--- config.mk ---
export PLATFORM = sky130hd
export DESIGN_NAME = rpsc_strap_config
export DESIGN_NICKNAME = d
export VERILOG_FILES = /design/src/rpsc_pkg.sv /design/src/rpsc_strap_config.sv
export SDC_FILE = /design/constraint.sdc
export NUM_CORES = 1
export LEC_CHECK = 0
export BUFFER_PORTS_ARGS = -buffer_cell sky130_fd_sc_hd__clkbuf_2
export CAP_MARGIN = 40
export CORE_UTILIZATION = 40
export CTS_CLUSTER_SIZE = 10
export DETAILED_ROUTE_END_ITERATION = 8
export HOLD_SLACK_MARGIN = 0.08
export PLACE_DENSITY = 0.68
export SLEW_MARGIN = 5
export SYNTH_ARGS = -nofsm -noshare
export SYNTH_HDL_FRONTEND = slang
export SYNTH_SLANG_ARGS = --single-unit
--- constraint.sdc ---
create_clock -name clock -period 1.5 [get_ports clock]
set_input_delay 0.15 -clock clock [delete_from_list [all_inputs] [get_ports clock]]
set_output_delay 0.15 -clock clock [all_outputs]
set_load 0.03 [all_outputs]
--- src/rpsc_pkg.sv ---
// Shared constants for the ROM page strap configuration loader.
// Assumes a single 250 MHz clock domain and an active-low asynchronous reset.
package rpsc_pkg;
	localparam int unsigned STRAP_W = 3;
	localparam logic [2:0] PAGE_RESET = 3'h0;
	localparam logic [6:0] I2C_ADDR_BASE = 7'h64;
	localparam logic [1:0] I2C_ADDR_LSB_FORCED = 2'h0;
	localparam logic [1:0] DRV_CFG_RESET = 2'h0;
	localparam int unsigned CLK_PERIOD_NS = 4;
	localparam int unsigned SETTLE_NS = 16;
	localparam int unsigned SETTLE_CYC = (SETTLE_NS + CLK_PERIOD_NS - 1)
		/ CLK_PERIOD_NS;
	typedef enum logic [1:0] {RPSC_IN_RESET, RPSC_CAPTURE, RPSC_RUN}
		rpsc_state_t;
endpackage

--- src/rpsc_strap_config.sv ---
// Power-on strap capture, ROM page select, I2C address and status pin roles.
// Assumes strap and status pin levels are synchronous to clock and that the
// board holds the straps steady around the release of reset_n.
//
// Operation
// - Straps sampled at power-on reset pick the ROM page to load.
// - Strap value n selects ROM page n, 0 to 7, zero by default.
// - After reset, in controlled oscillator mode strap pin two is the frequency increment input.
// - After reset, status pin one may be the frequency decrement input.
// - In ROM plus I2C mode the two low I2C address bits are zero.
// - Each status output selects open-drain or push-pull drive.
module rpsc_strap_config #(
	parameter int unsigned SETTLE_CYCLES = rpsc_pkg::SETTLE_CYC
)(
	input wire logic clock,
	input wire logic reset_n,
	input wire logic [2:0] strap_pins,
	input wire logic startup_mode_select,
	input wire logic controlled_osc_mode,
	input wire logic [1:0] drv_open_drain,
	input wire logic decrement_enable,
	input wire logic [1:0] status_value,
	input wire logic [1:0] status_pin_in,
	output logic [2:0] rom_page,
	output logic config_done,
	output logic [6:0] i2c_target_addr,
	output logic freq_increment_input,
	output logic freq_decrement_input,
	output logic status_out_zero,
	output logic status_out_zero_oe,
	output logic status_out_one,
	output logic status_out_one_oe
);
	rpsc_pkg::rpsc_state_t state_r;
	logic [7:0] settle_r;
	logic [2:0] page_r;
	logic done_r;
	logic strap_pin_two;
	logic dec_active;

	assign strap_pin_two = strap_pins[2];
	assign dec_active = done_r && controlled_osc_mode && decrement_enable;

	// ----------------------------------------------------------------
	// Strap capture sequence
	// ----------------------------------------------------------------
	// Capture happens a few cycles after release rather than under the
	// asynchronous reset, so no flop ever loads a port value at reset.
	always_ff @(posedge clock or negedge reset_n)
	begin
		if (!reset_n)
		begin
			state_r <= rpsc_pkg::RPSC_IN_RESET;
			settle_r <= 8'h00;
		end
		else
		begin
			case (state_r)
				rpsc_pkg::RPSC_IN_RESET:
				begin
					if (settle_r >= 8'(SETTLE_CYCLES - 1))
						state_r <= rpsc_pkg::RPSC_CAPTURE;
					else
						settle_r <= settle_r + 8'h01;
				end
				rpsc_pkg::RPSC_CAPTURE:
					state_r <= rpsc_pkg::RPSC_RUN;
				rpsc_pkg::RPSC_RUN:
					state_r <= rpsc_pkg::RPSC_RUN;
				default:
					state_r <= rpsc_pkg::RPSC_IN_RESET;
			endcase
		end
	end

	always_ff @(posedge clock or negedge reset_n)
	begin
		if (!reset_n)
		begin
			page_r <= rpsc_pkg::PAGE_RESET;
			done_r <= 1'b0;
		end
		else if (state_r == rpsc_pkg::RPSC_CAPTURE)
		begin
			page_r <= strap_pins;
			done_r <= 1'b1;
		end
	end

	assign rom_page = page_r;
	assign config_done = done_r;

	// ----------------------------------------------------------------
	// I2C address
	// ----------------------------------------------------------------
	// address low bits
	always_ff @(posedge clock or negedge reset_n)
	begin
		if (!reset_n)
			i2c_target_addr <= rpsc_pkg::I2C_ADDR_BASE;
		else if (startup_mode_select)
			i2c_target_addr <= {rpsc_pkg::I2C_ADDR_BASE[6:2],
				rpsc_pkg::I2C_ADDR_LSB_FORCED};
		else
			i2c_target_addr <= rpsc_pkg::I2C_ADDR_BASE;
	end

	// ----------------------------------------------------------------
	// Second pin roles after reset
	// ----------------------------------------------------------------
	// increment input role
	always_ff @(posedge clock or negedge reset_n)
	begin
		if (!reset_n)
			freq_increment_input <= 1'b0;
		else
			freq_increment_input <= done_r && controlled_osc_mode
				&& strap_pin_two;
	end

	always_ff @(posedge clock or negedge reset_n)
	begin
		if (!reset_n)
			freq_decrement_input <= 1'b0;
		else
			freq_decrement_input <= dec_active && status_pin_in[1];
	end

	// ----------------------------------------------------------------
	// Status drivers
	// ----------------------------------------------------------------
	// driver type select
	// Open-drain only pulls low; a high level needs the board pullup.
	always_ff @(posedge clock or negedge reset_n)
	begin
		if (!reset_n)
		begin
			status_out_zero <= 1'b0;
			status_out_zero_oe <= 1'b0;
		end
		else
		begin
			status_out_zero <= drv_open_drain[0] ? 1'b0 : status_value[0];
			status_out_zero_oe <= done_r && (!drv_open_drain[0]
				|| !status_value[0]);
		end
	end

	always_ff @(posedge clock or negedge reset_n)
	begin
		if (!reset_n)
		begin
			status_out_one <= 1'b0;
			status_out_one_oe <= 1'b0;
		end
		else
		begin
			status_out_one <= drv_open_drain[1] ? 1'b0 : status_value[1];
			status_out_one_oe <= done_r && !dec_active
				&& (!drv_open_drain[1] || !status_value[1]);
		end
	end

	// ----------------------------------------------------------------
	// Checks
	// ----------------------------------------------------------------
	// A one-cycle copy of the straps lets the capture check see the
	// very value that the capture edge took, independent of page_r.
	logic [2:0] cap_q;
	always_ff @(posedge clock or negedge reset_n)
	begin
		if (!reset_n)
			cap_q <= 3'h0;
		else
			cap_q <= strap_pins;
	end

	page_capture_a: assert property (@(posedge clock) disable iff (!reset_n)
		$rose(done_r) |-> page_r == cap_q)
		else $error("ROM page does not match captured straps.");

	page_map_a: assert property (@(posedge clock) disable iff (!reset_n)
		$rose(config_done) |-> rom_page == $past(strap_pins))
		else $error("ROM page output differs from strap value.");

	page_default_a: assert property (@(posedge clock) disable iff (!reset_n)
		!done_r |-> rom_page == rpsc_pkg::PAGE_RESET)
		else $error("ROM page not at default before capture.");

	page_hold_a: assert property (@(posedge clock) disable iff (!reset_n)
		done_r |=> $stable(page_r) && done_r)
		else $error("ROM page changed after capture.");

	inc_role_a: assert property (@(posedge clock) disable iff (!reset_n)
		!done_r |=> !freq_increment_input)
		else $error("Increment active before reset completed.");

	dec_role_a: assert property (@(posedge clock) disable iff (!reset_n)
		dec_active |=> !status_out_one_oe)
		else $error("Status one driven while used as decrement.");

	addr_force_a: assert property (@(posedge clock) disable iff (!reset_n)
		startup_mode_select |=> i2c_target_addr[1:0] == 2'h0)
		else $error("I2C address low bits not forced to zero.");

	open_drain_a: assert property (@(posedge clock) disable iff (!reset_n)
		drv_open_drain[0] |=> !status_out_zero)
		else $error("Open-drain status zero drove high.");

	push_pull_a: assert property (@(posedge clock) disable iff (!reset_n)
		done_r && !drv_open_drain[1] && !dec_active
		|=> status_out_one_oe)
		else $error("Push-pull status one not driven.");

	inc_data_a: assert property (@(posedge clock) disable iff (!reset_n)
		done_r && controlled_osc_mode
		|=> freq_increment_input == $past(strap_pin_two))
		else $error("Increment does not follow strap pin two.");

	open_drain_one_a: assert property (@(posedge clock) disable iff (!reset_n)
		drv_open_drain[1] |=> !status_out_one)
		else $error("Open-drain status one drove high.");
endmodule

==> flow_summary.yaml, run 1 <==
run_status:
  status: "complete, no violations"
yosys:
  synthAdderAreaFrac_pct: 4.75
  synth-seq-area-share_pct: 63.3
  ys_ff_latch: 20
  synth_mux_area_share_pct: 7.12
  synth_xor_area_share_pct: 1.11
  synth_top_family_by_area: "buffers and inverters"
  synth.distinct_cells: 21
  syn_area_sq_um: 791
  netlist_instances: 60
  yosys.area_share.simple_pct: 8.70
  avgSynthCellArea_sq_um: 13.2
  synth_compound_area_share_pct: 2.37
  yosys_warnings: 0
floorplan:
  core_area_sq_um: 1780
  rows: 15
  ios: 31
  die_h_microns: 46.5
  die_x_microns: 46.5
  dieArea_sq_um: 2160
  initial_core_util_pct: 44.4
drt:
  num_vias: 465
  routed_via_density: 4.19
  wl_per_cell_microns: 10.5
  drc_errors: 0
  dr.pass1.iters: 2
  drt_iter0_markers: 1
  wirelength_microns: 1170
  ant_nets: 0
run:
  drv_cap: 0
pwr:
  power_density_nw_per_um2: 1080
  power_leakage_nw: 0.506
  ir_drop_v: 0.00112
  power.total_mw: 1.10
setup_path:
  worstPathCellList: "ha_1, nor4_4, nand3_2, mux2_1"
  cp_max_fo: 3
  crit_required_ns: 1.69
  worstPathArrival_ns: 1.63
  slowest_delay_ns: 0.40
  crit_type: "flop to flop"
  endpoint_kind: "flop"
  cp_slowest_cell: "dfrtp_1"
  start_kind: "flop"
layout:
  layoutNonFillerInstCount: 111
  final_util_pct: 57.0
  final_cell_mix: "clkbuf_2 (21), dfrtp_1 (20), dlygate4sd3_1 (9), conb_1 (7)"
  multi_input_area_sq_um: 225
  antenna_cells: 0
  layout_commonest_cell: "clkbuf_2"
  layout.area.seq_sq_um: 500
  n_fill_cell: 148
  nNetsFinal: 104
  drive_gt1_share_pct: 36.0
  area_growth_pct: 28.5
  fin_area_sq_um: 1020
timing:
  layout_setup_ws_ns: 0.0540
  min_period_ns: 1.45
  finalCritPeriodShare_pct: 96.4
  hold_viol: 0
  slew_viol_final: 0
  clock_skew_ns: 0.00473
  setup_violations: 0
  hold_ws_ns: 0.100
  fmax_mhz: 692
  fin_setup_tns_ns: 0
grt:
  grt_pass1_wl_microns: 1790
  grt_max_degree: 21
  grt_pass1_vias: 426
  overflow: 0
  antenna_found_initial: 0
  grt_usage_pct: 13.0
clock_tree:
  clkSinkCount: 20
  clock_latency_ns: 0.30
  post_cts_buffers: 0
  clockBufferDepth: 2
  cts_tree: "yes"
  numCtsBuffers: 3
  cts_root_buf: "clkbuf_4"
  clk_pin_slew_worst_paths_ns: 0.11
  htree_levels: 1
place:
  place.gp.congestion: 0.658
  hpwl_microns: 810
  place_inst: 98
  pre_cts_ws_ns: 0.0480
  io_buffers: 21
  place_area_sq_um: 865
hold_path:
  hp-class: "primary input to flop"
[what timing repair did]
item,4_1_cts,5_1_grt
gates resized for setup,0,1
endpoints found under the hold margin,26,0
hold buffers,9,0
setup endpoints to repair,0,2
[registers in the layout (all words and copies together) (netlist names)]
register,count
freq_decrement_input,1
status_out_zero,1
config_done,1
state_r,2
freq_increment_input,1
status_out_zero_oe,1
status_out_one,1
rom_page,3
status_out_one_oe,1
settle_r,8
[logic make-up after synthesis]
| logic type | after synthesis |
|---|---|
| AOI/OAI and AO/OA | 3 |
| adders and majority gates | 3 |
| other | 2 |
| xor gates and xnor gates | 1 |
| buffers and inverters | 16 |
| and+or+nand+nor | 10 |
| muxes | 5 |
| DFF | 20 |
[critical path, delay by kind of cell (launching register included)]
kind                       cells  cell delay [ns]
DFF                            1             0.40
and+or+nand+nor                2             0.36
muxes                          1             0.33
adders and majority gates      1             0.24
[layer usage]
metal	wire, microns	up-vias	global-route usage [%]
li1	-	226	-
met2	573	22	20.6
met5	0	-	0
met4	21	0	7.06
met3	87	2	7.06
met1	488	215	13.6
[worst paths after layout]
| kind | startpoint | to | slack (ns) | cells past startpoint |
|---|---|---|---|---|
| min in group asynchronous | reset_n | status_out_zero_oe | 0.32 | 2 |
| worst min-delay path | strap_pins[2] | freq_increment_input | 0.10 | 2 |
| worst max register to register | settle_r[0] | state_r[1] | 0.05 | 4 |
| max in group asynchronous | reset_n | state_r[1] | 0.86 | 2 |
| worst min register to register | settle_r[4] | settle_r[4] | 0.39 | 0 |
| worst max-delay path | settle_r[0] | state_r[1] | 0.05 | 4 |
[report_power, final]
group	internal, mW	leakage [nW]	total, mW	switching [mW]
Clock	0.270	0.0279	0.429	0.159
Combinational	0.0406	0.237	0.116	0.0752
Sequential	0.551	0.242	0.556	0.00461
[layout make-up]
type | count | area share (%)
well taps | 25 | 3.08
flip-flops and latches | 20 | 49.3
clock inverters | 1 | 2.96
inverters | 3 | 1.11
clock buffers | 3 | 2.22
repair buffers | 30 | 19.2
multi-input cells | 29 | 22.2
[cell usage after synthesis]
cell | instances | share of area [%]
a21boi_0 | 1 | 0.95
a21oi_1 | 1 | 0.63
a31oi_1 | 1 | 0.79
and3_1 | 1 | 0.79
and4_1 | 1 | 1.1
buf_4 | 7 | 6.6
clkbuf_1 | 5 | 2.4
conb_1 | 2 | 0.95
dfrtp_1 | 20 | 63
dlygate4sd3_1 | 1 | 1.3
ha_1 | 3 | 4.7
inv_1 | 3 | 1.4
mux2_1 | 2 | 2.8
mux2_2 | 3 | 4.3
nand2_1 | 2 | 0.95
nand3_2 | 1 | 1.3
nor2b_1 | 2 | 1.6
nor3_1 | 1 | 0.63
nor4_2 | 1 | 1.6
or2_2 | 1 | 0.79
xnor2_1 | 1 | 1.1
No activity file was read; power rests on OpenSTA's default activity.
==> run 2, diff against run 1 <==
Clock period 1.5 ns to 1.85 ns, I/O delays scaled along.
==> flow_summary.yaml, run 2 (synthesized netlist as in run 1, its figures left out) <==
run_status:
  status: "complete, no violations"
setup_path:
  worstPathArrival_ns: 1.63
  cp_num_buf_inv: 0
  rrSetupSlack_ns: 0.40
  reg2regPathDepth: 4
  r2r-end: "state_r[1]"
  cp_slowest_cell: "dfrtp_1"
  cp_max_fo: 3
  start_kind: "flop"
  crit_required_ns: 2.03
  crit_type: "flop to flop"
  slowest_delay_ns: 0.41
  rr_startpoint: "settle_r[0]"
  timing.critical_path.max_delay_family: "flip-flops"
  endpoint_kind: "flop"
  worstPathCellList: "ha_1, nor4_2, nand3_2, mux2_1"
timing:
  clock_skew_ns: 0.00742
  fmax_mhz: 690
  finalCritPeriodShare_pct: 78.4
  slew_viol_final: 0
  min_period_ns: 1.45
  hold_viol: 0
  setup_violations: 0
  rsz0062_at_grt: "false"
  fin_setup_tns_ns: 0
layout:
  multi_input_area_sq_um: 216
  fin_area_sq_um: 967
  final_util_pct: 54.2
  layout.area.seq_sq_um: 500
  final_cell_mix: "clkbuf_2 (21), dfrtp_1 (20), conb_1 (7), dlygate4sd3_1 (5)"
  drive_gt1_share_pct: 37.8
  largest_register_ffs: 8
  n_fill_cell: 148
  nNetsFinal: 100
  layout_commonest_cell: "clkbuf_2"
  area_growth_pct: 22.3
  antenna_cells: 0
  regMostFlops: "settle_r"
pwr:
  power_leakage_nw: 0.486
  ir_drop_v: 0.000705
  power.total_mw: 0.883
  power_density_nw_per_um2: 912
floorplan:
  rows: 15
  core_area_sq_um: 1780
  initial_core_util_pct: 44.4
  ios: 31
  die_h_microns: 46.5
  dieArea_sq_um: 2160
  die_x_microns: 46.5
drt:
  dr.pass1.iters: 2
  drt_iter0_markers: 2
  wl_per_cell_microns: 9.72
  drc_errors: 0
  routed_via_density: 4.13
  num_vias: 442
  ant_nets: 0
  wirelength_microns: 1040
place:
  hpwl_microns: 734
  io_buffers: 21
  place.gp.congestion: 0.683
  place_area_sq_um: 865
clock_tree:
  htree_levels: 1
  cts-resized-gates: 0
  clockBufferDepth: 2
  clkSinkCount: 20
  clk_pin_slew_worst_paths_ns: 0.10
  cts_tree: "yes"
  clock_latency_ns: 0.30
  numCtsBuffers: 3
  cts_root_buf: "clkbuf_4"
hold_path:
  hold_end: "rom_page[0]"
  hp-class: "primary input to flop"
  hold_start: "strap_pins[0]"
  whs_path_depth: 2
grt:
  met1_usage_pct: 12.6
  grt_pass1_vias: 474
  overflow: 0
  grt_use_met2_pct: 23.3
  grt_busiest_layer: "met2"
  grt_use_met3_pct: 7.06
  grt_pass1_wl_microns: 1850
  grt_max_degree: 21
  antenna_found_initial: 0
  grt_usage_pct: 13.5
run:
  drv_cap: 0
run 2: changes by cell type in the layout (fill, tap and decap cells not counted):
cell,change
nor4_4,-1
dlygate4sd3_1,-4
nor4_2,+1
run 2: final cells by class:
type	instances	share of cell area (%)
timing repair buffer	26	16.0
inverter	3	1.16
clock inverter	1	3.10
multi-input combinational	29	22.4
sequential	20	51.7
tap	25	3.23
clock buffer	3	2.33
run 2: worst register-to-register path, cell delays in order, from the launching register on:
cell and delay (ns):
dfrtp_1 0.41, ha_1 0.21, nor4_2 0.22, nand3_2 0.17, mux2_1 0.34
run 2: worst max path at each step:
stage | from | end | slack [ns] | cells after the start
2_1_floorplan | settle_r[0] | settle_r[1] | 0.49 | 4
3_3_place_gp | settle_r[0] | settle_r[1] | 0.42 | 4
3_5_place_dp | settle_r[0] | state_r[1] | 0.40 | 4
4_1_cts | settle_r[0] | state_r[1] | 0.37 | 4
5_1_grt | settle_r[0] | state_r[1] | 0.33 | 4
6_report | settle_r[0] | state_r[1] | 0.40 | 4
run 2: metal layers:
metal / wire length, microns / share of wire [%]
met5: 0 / 0
met4: 21 / 2.0
met3: 77 / 7.4
met2: 512 / 49
met1: 428 / 41
run 2: power by group:
| part | internal [mW] | total [mW] | switching [mW] |
|---|---|---|---|
| registers | 0.447 | 0.450 | 0.00327 |
| logic | 0.0274 | 0.0868 | 0.0593 |
| clock network | 0.219 | 0.345 | 0.126 |
| total | 0.693 | 0.883 | 0.189 |
run 2: repair_timing:
| item | CTS | global route |
|---|---|---|
| setup buffers | 0 | 0 |
| hold buffers | 5 | 0 |
| hold endpoints to repair | 24 | 0 |
run 2: through the flow:
| step | setup slack [ns] | instances | hold WS [ns] |
|---|---|---|---|
| after global placement | 0.423 | 98 | 0.160 |
| after floorplan | 0.494 | 65 | -0.111 |
| after CTS | 0.373 | 107 | 0.111 |
| after detailed placement | 0.401 | 98 | 0.164 |
| after global routing | 0.331 | 107 | 0.107 |
| final | 0.400 | 107 | 0.118 |
